<file path="src/rtl/conv_params.svh">
// Register indices, field positions and reset values of the converter block
`ifndef CONV_PARAMS_SVH
`define CONV_PARAMS_SVH

`define IDX_SYNC       10'h1FF
`define IDX_MODE       10'h200
`define IDX_DEC        10'h201
`define IDX_OFFS       10'h228
`define IDX_FDCTL      10'h245
`define IDX_UPLO       10'h247
`define IDX_UPHI       10'h248
`define IDX_LOLO       10'h249
`define IDX_LOHI       10'h24A
`define IDX_DWLO       10'h24B
`define IDX_DWHI       10'h24C
`define IDX_ISTAT      10'h300
`define IDX_IMASK      10'h301
`define IDX_STATE      10'h302

`define SYNC_MODE_BIT  0
`define REAL_ONLY_BIT  5
`define APP_MSB        3
`define DEC_MSB        2
`define FD_FORCE_BIT   3
`define FD_FVAL_BIT    2
`define FD_EN_BIT      0
`define THR_HI_MSB     4

`define MASK_SYNC      8'h01
`define MASK_MODE      8'hEF
`define MASK_DEC       8'h07
`define MASK_FDCTL     8'h0D
`define MASK_HI        8'h1F
`define MASK_IRQ       8'h07
`define RST_BYTE       8'h00

`define APP_FULL       4'h0
`define APP_ONE        4'h1
`define APP_TWO        4'h2
`define SYNC_STAMP     1'h1

`define IRQ_SYSREF     0
`define IRQ_LINK       1
`define IRQ_FD         2

`define RESP_OKAY      2'h0
`define RESP_DECERR    2'h3

`endif

</file>
<file path="src/rtl/conv_pkg.sv">
// Shared types and decode function of the converter block
package conv_pkg;

  typedef struct packed {
    logic       sysref_meta;
    logic       sysref_sync;
    logic       sysref_prev;
    logic [3:0] div_cnt;
    logic [3:0] div_phase;
    logic       link_drop;
    logic       sysref_evt;
    logic       stamp_pend;
  } sync_state_t;

  typedef struct packed {
    logic       aw_got;
    logic [9:0] aw_idx;
    logic       w_got;
    logic [7:0] w_byte;
    logic       w_lane0;
    logic       bvalid;
    logic [1:0] bresp;
    logic       rvalid;
    logic [7:0] rbyte;
    logic [1:0] rresp;
    logic [7:0] sync_sel;
    logic [7:0] app_mode;
    logic [7:0] dec_sel;
    logic [7:0] offset;
    logic [7:0] fd_ctl;
    logic [7:0] up_lo;
    logic [7:0] up_hi;
    logic [7:0] lo_lo;
    logic [7:0] lo_hi;
    logic [7:0] dw_lo;
    logic [7:0] dw_hi;
    logic [7:0] istat;
    logic [7:0] imask;
  } regs_state_t;

  // Last divider count for a decimation code; unused codes decimate by 1
  function automatic logic [3:0] dec_last(input logic [2:0] code);
    unique case (code)
      3'h1:    dec_last = 4'h1;
      3'h2:    dec_last = 4'h3;
      3'h3:    dec_last = 4'h7;
      3'h4:    dec_last = 4'hF;
      default: dec_last = 4'h0;
    endcase
  endfunction

endpackage

</file>
<file path="src/rtl/sync_divider_unit.sv">
// Reference pulse synchroniser, sample divider and timestamp marker
`timescale 1ns/1ps
`include "conv_params.svh"
module sync_divider_unit (
  // Clock and reset
  input  wire logic       aclk,
  input  wire logic       aresetn,
  // Reference pulse pin and samples
  input  wire logic       sysref_pin,
  input  wire logic       sample_valid,
  // Configuration
  input  wire logic       sync_mode,
  input  wire logic [2:0] dec_code,
  // Results
  output logic            sample_take,
  output logic            stamp_now,
  output logic            link_drop,
  output logic            sysref_evt,
  output logic [3:0]      div_phase
);
  conv_pkg::sync_state_t s_r;
  conv_pkg::sync_state_t s_nxt;
  logic                  edge_seen;
  logic [3:0]            last;

  always_comb begin
    s_nxt = s_r;
    last = conv_pkg::dec_last(dec_code);
    s_nxt.sysref_meta = sysref_pin;
    s_nxt.sysref_sync = s_r.sysref_meta;
    s_nxt.sysref_prev = s_r.sysref_sync;
    edge_seen = s_r.sysref_sync & ~s_r.sysref_prev;
    s_nxt.link_drop = 1'b0;
    s_nxt.sysref_evt = edge_seen;
    if (sample_valid) begin
      s_nxt.div_cnt = (s_r.div_cnt >= last) ? 4'h0 : s_r.div_cnt + 4'h1;
      s_nxt.stamp_pend = 1'b0;
    end
    if (edge_seen) begin
      s_nxt.div_phase = s_r.div_cnt;
      if (sync_mode == `SYNC_STAMP) begin
        s_nxt.stamp_pend = 1'b1;
      end else begin
        s_nxt.div_cnt = 4'h0;
        s_nxt.link_drop = (s_r.div_cnt != 4'h0);
      end
    end
    if (!aresetn) begin
      s_nxt = '0;
    end
  end

  always_ff @(posedge aclk) begin
    s_r <= s_nxt;
  end

  // In timestamp mode the divider and link are left alone
  assign sample_take = sample_valid && (s_r.div_cnt >= last);
  assign stamp_now   = sample_valid && s_r.stamp_pend;
  assign link_drop   = s_r.link_drop;
  assign sysref_evt  = s_r.sysref_evt;
  assign div_phase   = s_r.div_phase;
endmodule

</file>
<file path="src/rtl/fast_detect_unit.sv">
// Offset adder, magnitude threshold detector and threshold flag pin
`timescale 1ns/1ps
module fast_detect_unit #(
  parameter int SAMPLE_W = 14,
  parameter int DWELL_W  = 16
) (
  // Clock and reset
  input  wire logic                   aclk,
  input  wire logic                   aresetn,
  // Sample stream
  input  wire logic [SAMPLE_W-1:0]    sample_in,
  input  wire logic                   sample_valid,
  input  wire logic                   sample_take,
  input  wire logic                   stamp_now,
  // Configuration
  input  wire logic [7:0]             offset,
  input  wire logic                   fd_enable,
  input  wire logic                   fd_force,
  input  wire logic                   fd_force_value,
  input  wire logic [SAMPLE_W-2:0]    upper_thr,
  input  wire logic [SAMPLE_W-2:0]    lower_thr,
  input  wire logic [DWELL_W-1:0]     dwell,
  // Results
  output logic [SAMPLE_W-1:0]         sample_out,
  output logic                        sample_out_valid,
  output logic                        sample_out_stamp,
  output logic                        threshold_flag_pin,
  output logic                        fd_rise
);
  typedef struct packed {
    logic [SAMPLE_W-1:0] data;
    logic                valid;
    logic                stamp;
    logic                det;
    logic                pin;
    logic                rise;
    logic [DWELL_W-1:0]  cnt;
  } fd_state_t;

  localparam logic signed [SAMPLE_W:0] MAXV =
    (SAMPLE_W+1)'(2**(SAMPLE_W-1)-1);
  localparam logic signed [SAMPLE_W:0] MINV =
    (SAMPLE_W+1)'(-(2**(SAMPLE_W-1)));
  localparam logic [SAMPLE_W-2:0] MAGMAX = '1;

  fd_state_t                 s_r;
  fd_state_t                 s_nxt;
  logic signed [SAMPLE_W:0]  sum;
  logic signed [SAMPLE_W-1:0] sat;
  logic [SAMPLE_W-1:0]       mag;
  logic [SAMPLE_W-2:0]       mag13;

  always_comb begin
    s_nxt = s_r;
    sum = $signed({sample_in[SAMPLE_W-1], sample_in})
        + (SAMPLE_W+1)'(signed'(offset));
    if (sum > MAXV) begin
      sat = MAXV[SAMPLE_W-1:0];
    end else if (sum < MINV) begin
      sat = MINV[SAMPLE_W-1:0];
    end else begin
      sat = sum[SAMPLE_W-1:0];
    end
    mag = sat[SAMPLE_W-1] ? SAMPLE_W'(-sat) : SAMPLE_W'(sat);
    mag13 = mag[SAMPLE_W-1] ? MAGMAX : mag[SAMPLE_W-2:0];
    s_nxt.valid = sample_take;
    s_nxt.rise = 1'b0;
    if (sample_take) begin
      s_nxt.data = sat;
      s_nxt.stamp = stamp_now;
    end
    if (!fd_enable) begin
      s_nxt.det = 1'b0;
      s_nxt.cnt = '0;
    end else if (sample_valid) begin
      if (mag13 > upper_thr) begin
        s_nxt.det = 1'b1;
        s_nxt.cnt = dwell;
      end else if (mag13 >= lower_thr) begin
        s_nxt.cnt = dwell;
      end else if (s_r.det) begin
        if (s_r.cnt == '0) begin
          s_nxt.det = 1'b0;
        end else begin
          s_nxt.cnt = s_r.cnt - DWELL_W'(1);
        end
      end
    end
    if (fd_force) begin
      s_nxt.pin = fd_force_value;
    end else begin
      s_nxt.pin = fd_enable & s_nxt.det;
    end
    s_nxt.rise = s_nxt.pin & ~s_r.pin;
    if (!aresetn) begin
      s_nxt = '0;
    end
  end

  always_ff @(posedge aclk) begin
    s_r <= s_nxt;
  end

  assign sample_out         = s_r.data;
  assign sample_out_valid   = s_r.valid;
  assign sample_out_stamp   = s_r.stamp;
  assign threshold_flag_pin = s_r.pin;
  assign fd_rise            = s_r.rise;
endmodule

</file>
<file path="src/rtl/converter_mode_fast_detect_regs.sv">
// Converter mode, sync and fast-detect registers behind an AXI4-Lite slave
//
// Design decision made here: the AXI4-Lite slave port.
`timescale 1ns/1ps
`include "conv_params.svh"
module converter_mode_fast_detect_regs #(
  parameter int ADDR_W   = 12,
  parameter int SAMPLE_W = 14,
  parameter int DWELL_W  = 16
) (
  // Clock and reset
  input  wire logic                aclk,
  input  wire logic                aresetn,
  // AXI4-Lite write address
  input  wire logic [ADDR_W-1:0]   s_axi_awaddr,
  input  wire logic [2:0]          s_axi_awprot,
  input  wire logic                s_axi_awvalid,
  output logic                     s_axi_awready,
  // AXI4-Lite write data
  input  wire logic [31:0]         s_axi_wdata,
  input  wire logic [3:0]          s_axi_wstrb,
  input  wire logic                s_axi_wvalid,
  output logic                     s_axi_wready,
  // AXI4-Lite write response
  output logic [1:0]               s_axi_bresp,
  output logic                     s_axi_bvalid,
  input  wire logic                s_axi_bready,
  // AXI4-Lite read address
  input  wire logic [ADDR_W-1:0]   s_axi_araddr,
  input  wire logic [2:0]          s_axi_arprot,
  input  wire logic                s_axi_arvalid,
  output logic                     s_axi_arready,
  // AXI4-Lite read data
  output logic [31:0]              s_axi_rdata,
  output logic [1:0]               s_axi_rresp,
  output logic                     s_axi_rvalid,
  input  wire logic                s_axi_rready,
  // Reference pulse pin
  input  wire logic                sysref_pin,
  // Sample stream in
  input  wire logic [SAMPLE_W-1:0] sample_in,
  input  wire logic                sample_valid,
  // Sample stream out
  output logic [SAMPLE_W-1:0]      sample_out,
  output logic                     sample_out_valid,
  output logic                     sample_out_stamp,
  // Data path configuration
  output logic                     real_only,
  output logic                     full_bandwidth,
  output logic                     down_converter_channel0_en,
  output logic                     down_converter_channel1_en,
  output logic [2:0]               decimation_code,
  // Link and flag pin
  output logic                     link_drop,
  output logic                     threshold_flag_pin,
  // Interrupt
  output logic                     irq
);
  conv_pkg::regs_state_t s_r;
  conv_pkg::regs_state_t s_nxt;

  logic           sample_take;
  logic           stamp_now;
  logic           sysref_evt;
  logic [3:0]     div_phase;
  logic           fd_rise;
  logic           link_drop_i;
  logic           flag_pin_i;
  logic [7:0]     events;
  logic [7:0]     clr;
  logic [7:0]     state_byte;
  logic [8:0]     rd;
  logic [7:0]     wb;
  logic           wr_fire;
  logic [8:0]     wr_look;

  // Register read decode: returns hit bit and the byte
  function automatic logic [8:0] read_reg(
    input conv_pkg::regs_state_t s,
    input logic [9:0]            idx,
    input logic [7:0]            st
  );
    read_reg = {1'b1, `RST_BYTE};
    unique case (idx)
      `IDX_SYNC:  read_reg[7:0] = s.sync_sel;
      `IDX_MODE:  read_reg[7:0] = s.app_mode;
      `IDX_DEC:   read_reg[7:0] = s.dec_sel;
      `IDX_OFFS:  read_reg[7:0] = s.offset;
      `IDX_FDCTL: read_reg[7:0] = s.fd_ctl;
      `IDX_UPLO:  read_reg[7:0] = s.up_lo;
      `IDX_UPHI:  read_reg[7:0] = s.up_hi;
      `IDX_LOLO:  read_reg[7:0] = s.lo_lo;
      `IDX_LOHI:  read_reg[7:0] = s.lo_hi;
      `IDX_DWLO:  read_reg[7:0] = s.dw_lo;
      `IDX_DWHI:  read_reg[7:0] = s.dw_hi;
      `IDX_ISTAT: read_reg[7:0] = s.istat;
      `IDX_IMASK: read_reg[7:0] = s.imask;
      `IDX_STATE: read_reg[7:0] = st;
      default:    read_reg = {1'b0, `RST_BYTE};
    endcase
  endfunction

  always_comb begin
    s_nxt = s_r;
    clr = `RST_BYTE;
    wb = s_r.w_byte;
    wr_fire = s_r.aw_got && s_r.w_got && !s_r.bvalid;
    wr_look = read_reg(s_r, s_r.aw_idx, state_byte);
    // Address and data are taken in either order
    if (s_axi_awvalid && s_axi_awready) begin
      s_nxt.aw_got = 1'b1;
      s_nxt.aw_idx = s_axi_awaddr[ADDR_W-1:2];
    end
    if (s_axi_wvalid && s_axi_wready) begin
      s_nxt.w_got = 1'b1;
      s_nxt.w_byte = s_axi_wdata[7:0];
      s_nxt.w_lane0 = s_axi_wstrb[0];
    end
    if (wr_fire) begin
      s_nxt.aw_got = 1'b0;
      s_nxt.w_got = 1'b0;
      s_nxt.bvalid = 1'b1;
      s_nxt.bresp = `RESP_OKAY;
      if (!wr_look[8]) begin
        s_nxt.bresp = `RESP_DECERR;
      end else if (s_r.w_lane0) begin
        unique case (s_r.aw_idx)
          `IDX_SYNC:  s_nxt.sync_sel = wb & `MASK_SYNC;
          `IDX_MODE:  s_nxt.app_mode = wb & `MASK_MODE;
          `IDX_DEC:   s_nxt.dec_sel = wb & `MASK_DEC;
          `IDX_OFFS:  s_nxt.offset = wb;
          `IDX_FDCTL: s_nxt.fd_ctl = wb & `MASK_FDCTL;
          `IDX_UPLO:  s_nxt.up_lo = wb;
          `IDX_UPHI:  s_nxt.up_hi = wb & `MASK_HI;
          `IDX_LOLO:  s_nxt.lo_lo = wb;
          `IDX_LOHI:  s_nxt.lo_hi = wb & `MASK_HI;
          `IDX_DWLO:  s_nxt.dw_lo = wb;
          `IDX_DWHI:  s_nxt.dw_hi = wb;
          `IDX_ISTAT: clr = wb & `MASK_IRQ;
          `IDX_IMASK: s_nxt.imask = wb & `MASK_IRQ;
          default:    clr = `RST_BYTE;
        endcase
      end
    end
    if (s_r.bvalid && s_axi_bready) begin
      s_nxt.bvalid = 1'b0;
    end
    // Read answers one cycle after the address is taken
    rd = read_reg(s_r, s_axi_araddr[ADDR_W-1:2], state_byte);
    if (s_axi_arvalid && s_axi_arready) begin
      s_nxt.rvalid = 1'b1;
      s_nxt.rbyte = rd[7:0];
      s_nxt.rresp = rd[8] ? `RESP_OKAY : `RESP_DECERR;
    end else if (s_r.rvalid && s_axi_rready) begin
      s_nxt.rvalid = 1'b0;
    end
    // Sticky status: a new event wins over a clear in the same cycle
    s_nxt.istat = (s_r.istat & ~clr) | events;
    if (!aresetn) begin
      s_nxt = '0;
    end
  end

  always_ff @(posedge aclk) begin
    s_r <= s_nxt;
  end

  always_comb begin
    events = `RST_BYTE;
    events[`IRQ_SYSREF] = sysref_evt;
    events[`IRQ_LINK] = link_drop_i;
    events[`IRQ_FD] = fd_rise;
    state_byte = {div_phase, 2'h0,
                  s_r.sync_sel[`SYNC_MODE_BIT], flag_pin_i};
  end

  sync_divider_unit u_sync (
    .aclk         (aclk),
    .aresetn      (aresetn),
    .sysref_pin   (sysref_pin),
    .sample_valid (sample_valid),
    .sync_mode    (s_r.sync_sel[`SYNC_MODE_BIT]),
    .dec_code     (s_r.dec_sel[`DEC_MSB:0]),
    .sample_take  (sample_take),
    .stamp_now    (stamp_now),
    .link_drop    (link_drop_i),
    .sysref_evt   (sysref_evt),
    .div_phase    (div_phase)
  );

  fast_detect_unit #(
    .SAMPLE_W (SAMPLE_W),
    .DWELL_W  (DWELL_W)
  ) u_fd (
    .aclk               (aclk),
    .aresetn            (aresetn),
    .sample_in          (sample_in),
    .sample_valid       (sample_valid),
    .sample_take        (sample_take),
    .stamp_now          (stamp_now),
    .offset             (s_r.offset),
    .fd_enable          (s_r.fd_ctl[`FD_EN_BIT]),
    .fd_force           (s_r.fd_ctl[`FD_FORCE_BIT]),
    .fd_force_value     (s_r.fd_ctl[`FD_FVAL_BIT]),
    .upper_thr          ({s_r.up_hi[`THR_HI_MSB:0], s_r.up_lo}),
    .lower_thr          ({s_r.lo_hi[`THR_HI_MSB:0], s_r.lo_lo}),
    .dwell              ({s_r.dw_hi, s_r.dw_lo}),
    .sample_out         (sample_out),
    .sample_out_valid   (sample_out_valid),
    .sample_out_stamp   (sample_out_stamp),
    .threshold_flag_pin (flag_pin_i),
    .fd_rise            (fd_rise)
  );

  // Bus handshakes
  assign s_axi_awready = !s_r.aw_got && !s_r.bvalid;
  assign s_axi_wready  = !s_r.w_got && !s_r.bvalid;
  assign s_axi_bresp   = s_r.bresp;
  assign s_axi_bvalid  = s_r.bvalid;
  assign s_axi_arready = !s_r.rvalid;
  assign s_axi_rdata   = {24'h000000, s_r.rbyte};
  assign s_axi_rresp   = s_r.rresp;
  assign s_axi_rvalid  = s_r.rvalid;

  // Mode decode
  assign real_only = s_r.app_mode[`REAL_ONLY_BIT];
  assign full_bandwidth =
    (s_r.app_mode[`APP_MSB:0] == `APP_FULL);
  assign down_converter_channel0_en =
    (s_r.app_mode[`APP_MSB:0] == `APP_ONE) ||
    (s_r.app_mode[`APP_MSB:0] == `APP_TWO);
  assign down_converter_channel1_en =
    (s_r.app_mode[`APP_MSB:0] == `APP_TWO);
  assign decimation_code = s_r.dec_sel[`DEC_MSB:0];

  assign link_drop          = link_drop_i;
  assign threshold_flag_pin = flag_pin_i;
  assign irq                = |(s_r.istat & s_r.imask);
endmodule

</file>
<file path="config.mk">
export PLATFORM = sky130hd
export DESIGN_NAME = converter_mode_fast_detect_regs
export DESIGN_NICKNAME = d
export VERILOG_FILES = /design/src/rtl/conv_pkg.sv /design/src/rtl/sync_divider_unit.sv /design/src/rtl/fast_detect_unit.sv /design/src/rtl/converter_mode_fast_detect_regs.sv
export VERILOG_INCLUDE_DIRS = /design/src /design/src/rtl
export SDC_FILE = /design/constraint.sdc
export NUM_CORES = 1
export LEC_CHECK = 0
export BUFFER_PORTS_ARGS = -buffer_cell sky130_fd_sc_hd__buf_4
export CAP_MARGIN = 20
export CELL_PAD_IN_SITES_DETAIL_PLACEMENT = 1
export CELL_PAD_IN_SITES_GLOBAL_PLACEMENT = 1
export CORE_UTILIZATION = 47
export CTS_BUF_LIST = sky130_fd_sc_hd__clkbuf_2 sky130_fd_sc_hd__clkbuf_4 sky130_fd_sc_hd__clkbuf_8
export DETAILED_ROUTE_END_ITERATION = 8
export GPL_ROUTABILITY_DRIVEN = 0
export HOLD_SLACK_MARGIN = 0.08
export PLACE_DENSITY = 0.89
export SLEW_MARGIN = 20
export SYNTH_ARGS = -nofsm -noshare
export SYNTH_HDL_FRONTEND = slang
export SYNTH_SLANG_ARGS = --single-unit
</file>
<file path="constraint.sdc">
create_clock -name aclk -period 13.14 [get_ports aclk]
set_input_delay 2.628 -clock aclk [delete_from_list [all_inputs] [get_ports aclk]]
set_output_delay 2.628 -clock aclk [all_outputs]
set_load 0.02 [all_outputs]
</file>
==> out/metrics.yaml, run 1 <==
route:
  antenna_left: 0
  drt-initial-drc-count: 675
  dr.max_layer_used: "met4"
  avgRoutedWirePerCell_um: 20.15
  drtPass1Iterations: 5
  met2_length_mm: 14.12
  vias: 8575
  wirelength_mm: 29.18
  wl_met1_mm: 12.70
  wl_met3_mm: 1.424
  drc: 0
  via_per_inst: 5.922
synth:
  yosysUniqueCellTypes: 84
  synth-seq-cells: 152
  yosysWarnings: 0
  synth_edf_count: 0
  synth-main-ff-cell: "dfxtp_1"
  synth_area_per_cell_um2: 8.415
  syn-cell-area_um2: 9475
  synth-seq-area-share_pct: 32.11
  async_reset_ff_share_pct: 0
  syn-instance-count: 1126
layout:
  diodes: 0
  final_nets: 1308
  final_cells: 1448
  layout_commonest_cell: "dfxtp_1"
  fillers: 2375
  syn_to_final_growth_pct: 10.74
  drive_gt1_share_pct: 13.78
  final_cell_mix: "152 x dfxtp_1, 124 x nand2_1, 101 x buf_4, 86 x mux2i_1, 82 x nor2b_1"
worst_setup_path:
  cp.required_ns: 13.53
  crit_path_end_kind: "register"
  worst_path_largest_cell_delay_ns: 0.77
  cp_top_family: "compound AO/OA/AOI/OAI gates"
  worstSetupPathType: "input port to register"
  crit_path_max_fanout: 15
  start_kind: "input port"
  critPathBufInv: 3
  crit_arrival_ns: 9.36
  cp_slowest_cell: "xor2_1"
die:
  row_count: 51
  start_util_pct: 48.37
  core_um2: 19590
  pin_count: 156
  die_height_um: 144.0
  die_x_um: 144.0
  die-area_um2: 20730
cts:
  clock_sinks: 152
  path_clk_slew_ns: 0.09
  cts_tree: "built"
  clk_latency_ns: 0.48
  ctsHoldBuffers: 0
  cts-htree-levels: 4
  cts_buffer_depth: 2
  root_buffer: "clkbuf_8"
  post_cts_buffers: 0
  post_cts_resized: 0
  cts_made_buffers: 17
placed_design:
  place_inst: 1415
  post-place-ws_ns: 3.796
  portBuffers: 94
  dp_hpwl_mm: 21.23
hold_path:
  hold_class: "register to register"
timing:
  tightestPinTransition_ns: 0.9668
  slew_headroom_pct: 35.11
  whs_ns: 0.4575
  setup_violations: 0
  min_period_ns: 8.977
  layout_setup_ws_ns: 4.163
  timing.final.crit_share_pct: 68.32
  clock.fmax_mhz: 111.4
  grt_setup_unrepaired: "no"
  tns_ns: 0
  slew_violations: 0
  fin_skew_ns: 0.01231
  hold_viol: 0
global_routing:
  globalRouteTotalUtil_pct: 28.73
  grt_pass1_wl_mm: 45.46
  antenna_found_initial: 0
  grt-ovfl-total: 0
  grt_pass1_vias: 8519
  grt_max_degree: 71
power_and_ir_drop:
  p_per_area_nw_per_um2: 95.38
  ir_drop_mv: 0.06629
  power_mw: 1.001
  p_leak_nw: 4.062
status:
  outcome: "complete, no violations"
run:
  cap_violations: 0
[state kept, by name, summed over array words and instances (netlist names)]
signal and count:
decimation_code 3, u_sync.s_r 8, u_fd.sample_out 14, s_axi_rvalid 1
u_sync.sysref_evt 1, u_fd.fd_rise 1, u_fd.sample_out_stamp 1, s_r 79
real_only 1, s_axi_bresp 1, s_axi_bvalid 1, u_fd.sample_out_valid 1
u_fd.threshold_flag_pin 1, u_sync.link_drop 1, s_axi_rresp 1, u_fd.s_r 17
wb 8, s_axi_rdata 8, u_sync.div_phase 4
[routing by layer]
metal | vias to the layer above | global-route usage, %
met5 | - | 0
met3 | 62 | 4.404
li1 | 4021 | -
met2 | 294 | 48.36
met1 | 4198 | 36.28
met4 | 0 | 12.60
[worst register-to-register path: stages (launching register included)]
cell and delay [ns]:
dfxtp_1 0.58, ha_1 0.40, and3_1 0.23, and2_1 0.17, a221o_1 0.35, a21oi_1 0.27
xor2_1 0.78, nand2_1 0.36, o21ai_1 0.27, ha_1 0.22, nand2_1 0.11, inv_1 0.11
nand4_1 0.17, nor4_1 0.37, mux2i_1 0.23, a22oi_1 0.13, ha_1 0.39, nand4_1 0.16
inv_1 0.09, a211oi_1 0.05, a311oi_1 0.49, nor3_2 0.13, a21oi_1 0.39, nand2_1 0.45
o22ai_1 0.33
[report_power, final]
group	switching, mW	leakage (nW)	internal (mW)	total, mW
combinational	0.0788	2.63	0.0515	0.130
clock	0.193	0.200	0.194	0.386
sequential	0.0144	1.23	0.470	0.484
total	0.286	4.06	0.715	1.00
[per-stage QoR]
step | instance area, um2 | utilization [%]
2_1_floorplan | 9562 | -
3_3_place_gp | 10060 | 51.36
4_1_cts | 10480 | 53.50
3_5_place_dp | 10060 | 51.36
6_report | 10490 | 53.56
5_1_grt | 10490 | 53.56
[cell families (layout without fill, tap and decap cells)]
logic type               count (synthesis)  in the layout  share of synthesized area (%)
multiplexers                            92             92                          10.04
AO/OA/AOI/OAI                          263            263                          18.86
XOR/XNOR                                21             21                          1.941
adder cells (fa/ha/maj)                 53             53                          6.972
AND/OR/NAND/NOR                        390            390                          21.67
flip-flops                             152            152                          32.11
buffers and inverters                  154            188                          8.372
other                                    1             24                        0.03958
[worst paths after layout]
kind	from	end	slack [ns]	cells past startpoint
worst max-delay path	sample_in[10]	u_fd.s_r[14]	4.16	25
worst min-delay path	s_axi_rdata[5]	s_axi_rdata[5]	0.46	2
worst max register to register	s_r[79]	u_fd.s_r[14]	5.84	24
worst min register to register	s_axi_rdata[5]	s_axi_rdata[5]	0.46	2
[cell usage after synthesis, drive strengths merged (5+ instances only)]
library cell / instances / area (um2)
clkbuf: 37 / 138.9
a31o: 5 / 43.79
nand2b: 9 / 56.30
a22oi: 16 / 120.1
nor3: 28 / 171.4
nand4: 12 / 75.07
buf: 62 / 447.9
o21bai: 5 / 37.54
nor2b: 82 / 513.0
a21o: 16 / 120.1
o21ai: 53 / 265.3
and3: 5 / 31.28
and2: 10 / 62.56
ha: 48 / 600.6
mux2i: 86 / 860.8
nand2: 124 / 465.5
a222oi: 9 / 90.09
o211ai: 5 / 42.54
dfxtp: 152 / 3043
inv: 55 / 206.5
a21oi: 55 / 275.3
or3: 7 / 48.80
a21boi: 36 / 270.3
a211oi: 9 / 72.57
nand3: 24 / 120.1
o22ai: 10 / 62.56
xor2: 11 / 96.34
xnor2: 10 / 87.58
nor2: 58 / 239.0
nor4: 9 / 77.57
[final cells by class]
class | instances | area [um2] | area share, %
sequential | 152 | 3043 | 29.00
multi-input combinational | 843 | 5736 | 54.66
clock buffer | 19 | 249.0 | 2.373
timing repair buffer | 101 | 758.2 | 7.226
tap | 265 | 331.6 | 3.160
clock inverter | 13 | 168.9 | 1.610
inverter | 55 | 206.4 | 1.968
Power figures use the tool's default switching activity.
==> run 2, diff against run 1 <==
--- a/config.mk
+++ b/config.mk
@@ -6,16 +6,17 @@
 export SDC_FILE = /design/constraint.sdc
 export NUM_CORES = 1
 export LEC_CHECK = 0
+export ABC_AREA = 1
 export BUFFER_PORTS_ARGS = -buffer_cell sky130_fd_sc_hd__buf_4
 export CAP_MARGIN = 20
 export CELL_PAD_IN_SITES_DETAIL_PLACEMENT = 1
 export CELL_PAD_IN_SITES_GLOBAL_PLACEMENT = 1
-export CORE_UTILIZATION = 47
+export CORE_UTILIZATION = 42
 export CTS_BUF_LIST = sky130_fd_sc_hd__clkbuf_2 sky130_fd_sc_hd__clkbuf_4 sky130_fd_sc_hd__clkbuf_8
 export DETAILED_ROUTE_END_ITERATION = 8
 export GPL_ROUTABILITY_DRIVEN = 0
 export HOLD_SLACK_MARGIN = 0.08
-export PLACE_DENSITY = 0.89
+export PLACE_DENSITY = 0.84
 export SLEW_MARGIN = 20
 export SYNTH_ARGS = -nofsm -noshare
 export SYNTH_HDL_FRONTEND = slang
==> constraint.sdc (replaced) <==
create_clock -name aclk -period 8.87 [get_ports aclk]
set_input_delay 1.774 -clock aclk [delete_from_list [all_inputs] [get_ports aclk]]
set_output_delay 1.774 -clock aclk [all_outputs]
set_load 0.02 [all_outputs]
==> out/metrics.yaml, run 2 <==
status:
  outcome: "complete, no violations"
die:
  core_um2: 21760  # +11%
  die_height_um: 150.6  # +4.6%
  pin_count: 156  # unchanged
  row_count: 54  # +5.9%
  start_util_pct: 42.66  # -5.7 points
  die-area_um2: 22690  # +9.5%
  die_x_um: 150.6  # +4.6%
timing:
  tns_ns: 0  # unchanged
  min_period_ns: 7.369
  hold_viol: 0  # unchanged
  timing.final.crit_share_pct: 83.08
  setup_violations: 0  # unchanged
  whs_ns: 0.4275  # -0.02999 ns
  grt_setup_unrepaired: "no"
  slew_headroom_pct: 31.66  # -3.4 points
  slew_violations: 0  # unchanged
  fin_skew_ns: 0.01636  # +0.004055 ns
  clock.fmax_mhz: 135.7
  tightestPinTransition_ns: 1.016  # +0.04890 ns
synth:
  synth_top_area_share_pct: 32.79  # +0.68 points
  synth_compound_area_share_pct: 18.74  # -0.12 points
  synth-main-ff-cell: "dfxtp_1"
  synth-seq-area-share_pct: 32.79  # +0.68 points
  synth-seq-cells: 152  # unchanged
  yosys.area_share.simple_pct: 25.40  # +3.7 points
  yosysMostFrequentCell: "nand2_1"
  synth_top_family_by_area: "simple AND/OR/NAND/NOR gates"
  synth_edf_count: 0  # unchanged
  synth_area_leaders: "dfxtp_1 33%, nand2_1 9.6%, inv_1 7.5%"
  yosysWarnings: 0  # unchanged
  synth_fa_ha_area_share_pct: 6.687  # -0.28 points
  syn-cell-area_um2: 9280  # -2.1%
  synth_xor_area_share_pct: 2.359  # +0.42 points
  yosysUniqueCellTypes: 54  # -36%
  synth_top_area_cell: "dfxtp_1"
  ys_top_cells_by_count: "237 x nand2_1, 186 x inv_1, 152 x dfxtp_1, 130 x a21oi_1, 129 x o21ai_0"
  synthMuxAreaShare_pct: 0  # -10 points
  syn-instance-count: 1354  # +20%
  synth_area_per_cell_um2: 6.854  # -19%
  async_reset_ff_share_pct: 0  # unchanged
cts:
  clock_sinks: 152  # unchanged
  cts-htree-levels: 4  # unchanged
  ctsHoldBuffers: 0  # unchanged
  post_cts_resized: 0  # unchanged
  root_buffer: "clkbuf_8"
  cts_tree: "built"
  post_cts_buffers: 0  # unchanged
  cts_buffer_depth: 2  # unchanged
  clk_latency_ns: 0.48  # about the same
  path_clk_slew_ns: 0.08  # about the same
  cts_made_buffers: 17  # unchanged
hold_path:
  hold_class: "register to register"
layout:
  syn_to_final_growth_pct: 10.54
  fillers: 2897  # +22%
  diodes: 0  # unchanged
  largest_register: "s_r"
  post-route-util_pct: 47.15  # -6.4 points
  final_nets: 1541  # +18%
  largest_reg_flops: 79  # unchanged
  final_cell_mix: "237 x nand2_1, 186 x inv_1, 152 x dfxtp_1, 130 x a21oi_1, 129 x o21ai_0"
  layout_commonest_cell: "nand2_1"
  final_cells: 1696  # +17%
  drive_gt1_share_pct: 12.29  # -1.5 points
worst_setup_path:
  cp_top_family: "simple AND/OR/NAND/NOR gates"
  worstSetupPathType: "input port to register"
  reg2reg_slack_ns: 2.39  # -3.45 ns
  cp_common_cell: "nand2_1"
  cp.required_ns: 9.27  # -4.26 ns
  start_kind: "input port"
  crit_path_end_kind: "register"
  cp_slowest_cell: "o311ai_0"
  crit_path_max_fanout: 24  # +9
  crit_arrival_ns: 7.77  # -1.59 ns
  critPathBufInv: 4  # +1
  worst_path_largest_cell_delay_ns: 0.76  # about the same
placed_design:
  portBuffers: 94  # unchanged
  dp_hpwl_mm: 22.96  # +8.1%
  place_inst: 1664  # +18%
route:
  vias: 9275  # +8.2%
  drt-initial-drc-count: 644  # -4.6%
  avgRoutedWirePerCell_um: 17.46  # -13%
  wirelength_mm: 29.61  # +1.5%
  via_per_inst: 5.469  # -7.7%
  drtPass1Iterations: 5  # unchanged
  drc: 0  # unchanged
  antenna_left: 0  # unchanged
global_routing:
  grt_pass1_vias: 8934  # +4.9%
  globalRouteTotalUtil_pct: 26.53  # -2.2 points
  antenna_found_initial: 0  # unchanged
  grt_pass1_wl_mm: 46.25  # +1.7%
  grt_max_degree: 80  # +13%
  grt-ovfl-total: 0  # unchanged
power_and_ir_drop:
  p_leak_nw: 4.727  # +16%
  p_per_area_nw_per_um2: 145.4  # +52%
  ir_drop_mv: 0.08895  # +34%
run:
  cap_violations: 0  # unchanged
run 2: worst paths after layout:
kind	startpoint	end	depth (start not counted)
worst max-delay path	sample_in[0]	u_fd.s_r[0]	30
worst min-delay path	u_sync.s_r[13]	u_sync.s_r[12]	2
worst max register to register	s_r[79]	u_fd.s_r[0]	27
worst min register to register	u_sync.s_r[13]	u_sync.s_r[12]	2
run 2: logic make-up (layout without fill, tap and decap cells):
logic type | after synthesis | after routing
fa+ha+maj | 49 | 49
buf+inv | 284 | 323
xor+xnor | 25 | 25
simple gates | 522 | 522
compound gates | 321 | 321
other cells | 1 | 24
flops | 152 | 152
run 2: stage by stage:
stage               setup WS [ns]  area, um2  power [mW]
floorplan                   2.966       9366      0.9114
global placement            1.245       9883      0.9753
detailed placement          1.121       9883      0.9858
CTS                         1.553      10260       1.496
global route                1.042      10260       1.552
finish                      1.501      10260       1.492
run 2: per-layer routing:
layer  share of wire (%)  GRT usage (%)  up-vias
li1                    -              -     4502
met1                  46          34.58     4454
met2                  46          43.80      259
met3                 5.7          4.758       60
met4                 2.5          9.300        0
met5                   0              0        -
run 2: layout make-up:
| type | count | area, um2 | area share (%) |
|---|---|---|---|
| clock inverters | 13 | 120.1 | 1.171 |
| inverters | 192 | 720.7 | 7.025 |
| flip-flops and latches | 152 | 3043 | 29.66 |
| multi-input cells | 941 | 5026 | 48.99 |
| repair buffers | 99 | 743.2 | 7.245 |
| clock buffers | 19 | 255.2 | 2.488 |
| well taps | 280 | 350.3 | 3.415 |
run 2: worst register-to-register path: stages, from the launching register on:
cell and delay (ns):
dfxtp_1 0.60, ha_1 0.39, nand2_1 0.11, nand2_1 0.07, nand2_1 0.07, nand2_1 0.08
a21oi_1 0.19, nand3_1 0.15, nand2_2 0.38, nand2_4 0.20, nand2_1 0.10, nand2_1 0.11
inv_1 0.15, ha_1 0.19, nand2_1 0.07, nor2_2 0.23, nand3_1 0.14, nand3_1 0.09
nand3_1 0.17, ha_1 0.36, nand2_1 0.12, o311ai_0 0.76, nand2_1 0.50, nand2_1 0.70
nand2_1 0.12, o21ai_0 0.12, nor2_1 0.09, nor2_1 0.14
run 2: report_power, final:
part           total, mW  internal [mW]  switching [mW]  leakage [nW]
registers          0.716          0.700          0.0155          1.23
clock network      0.518          0.234           0.284         0.186
logic              0.258         0.0820           0.176          3.31
total               1.49           1.02           0.475          4.73
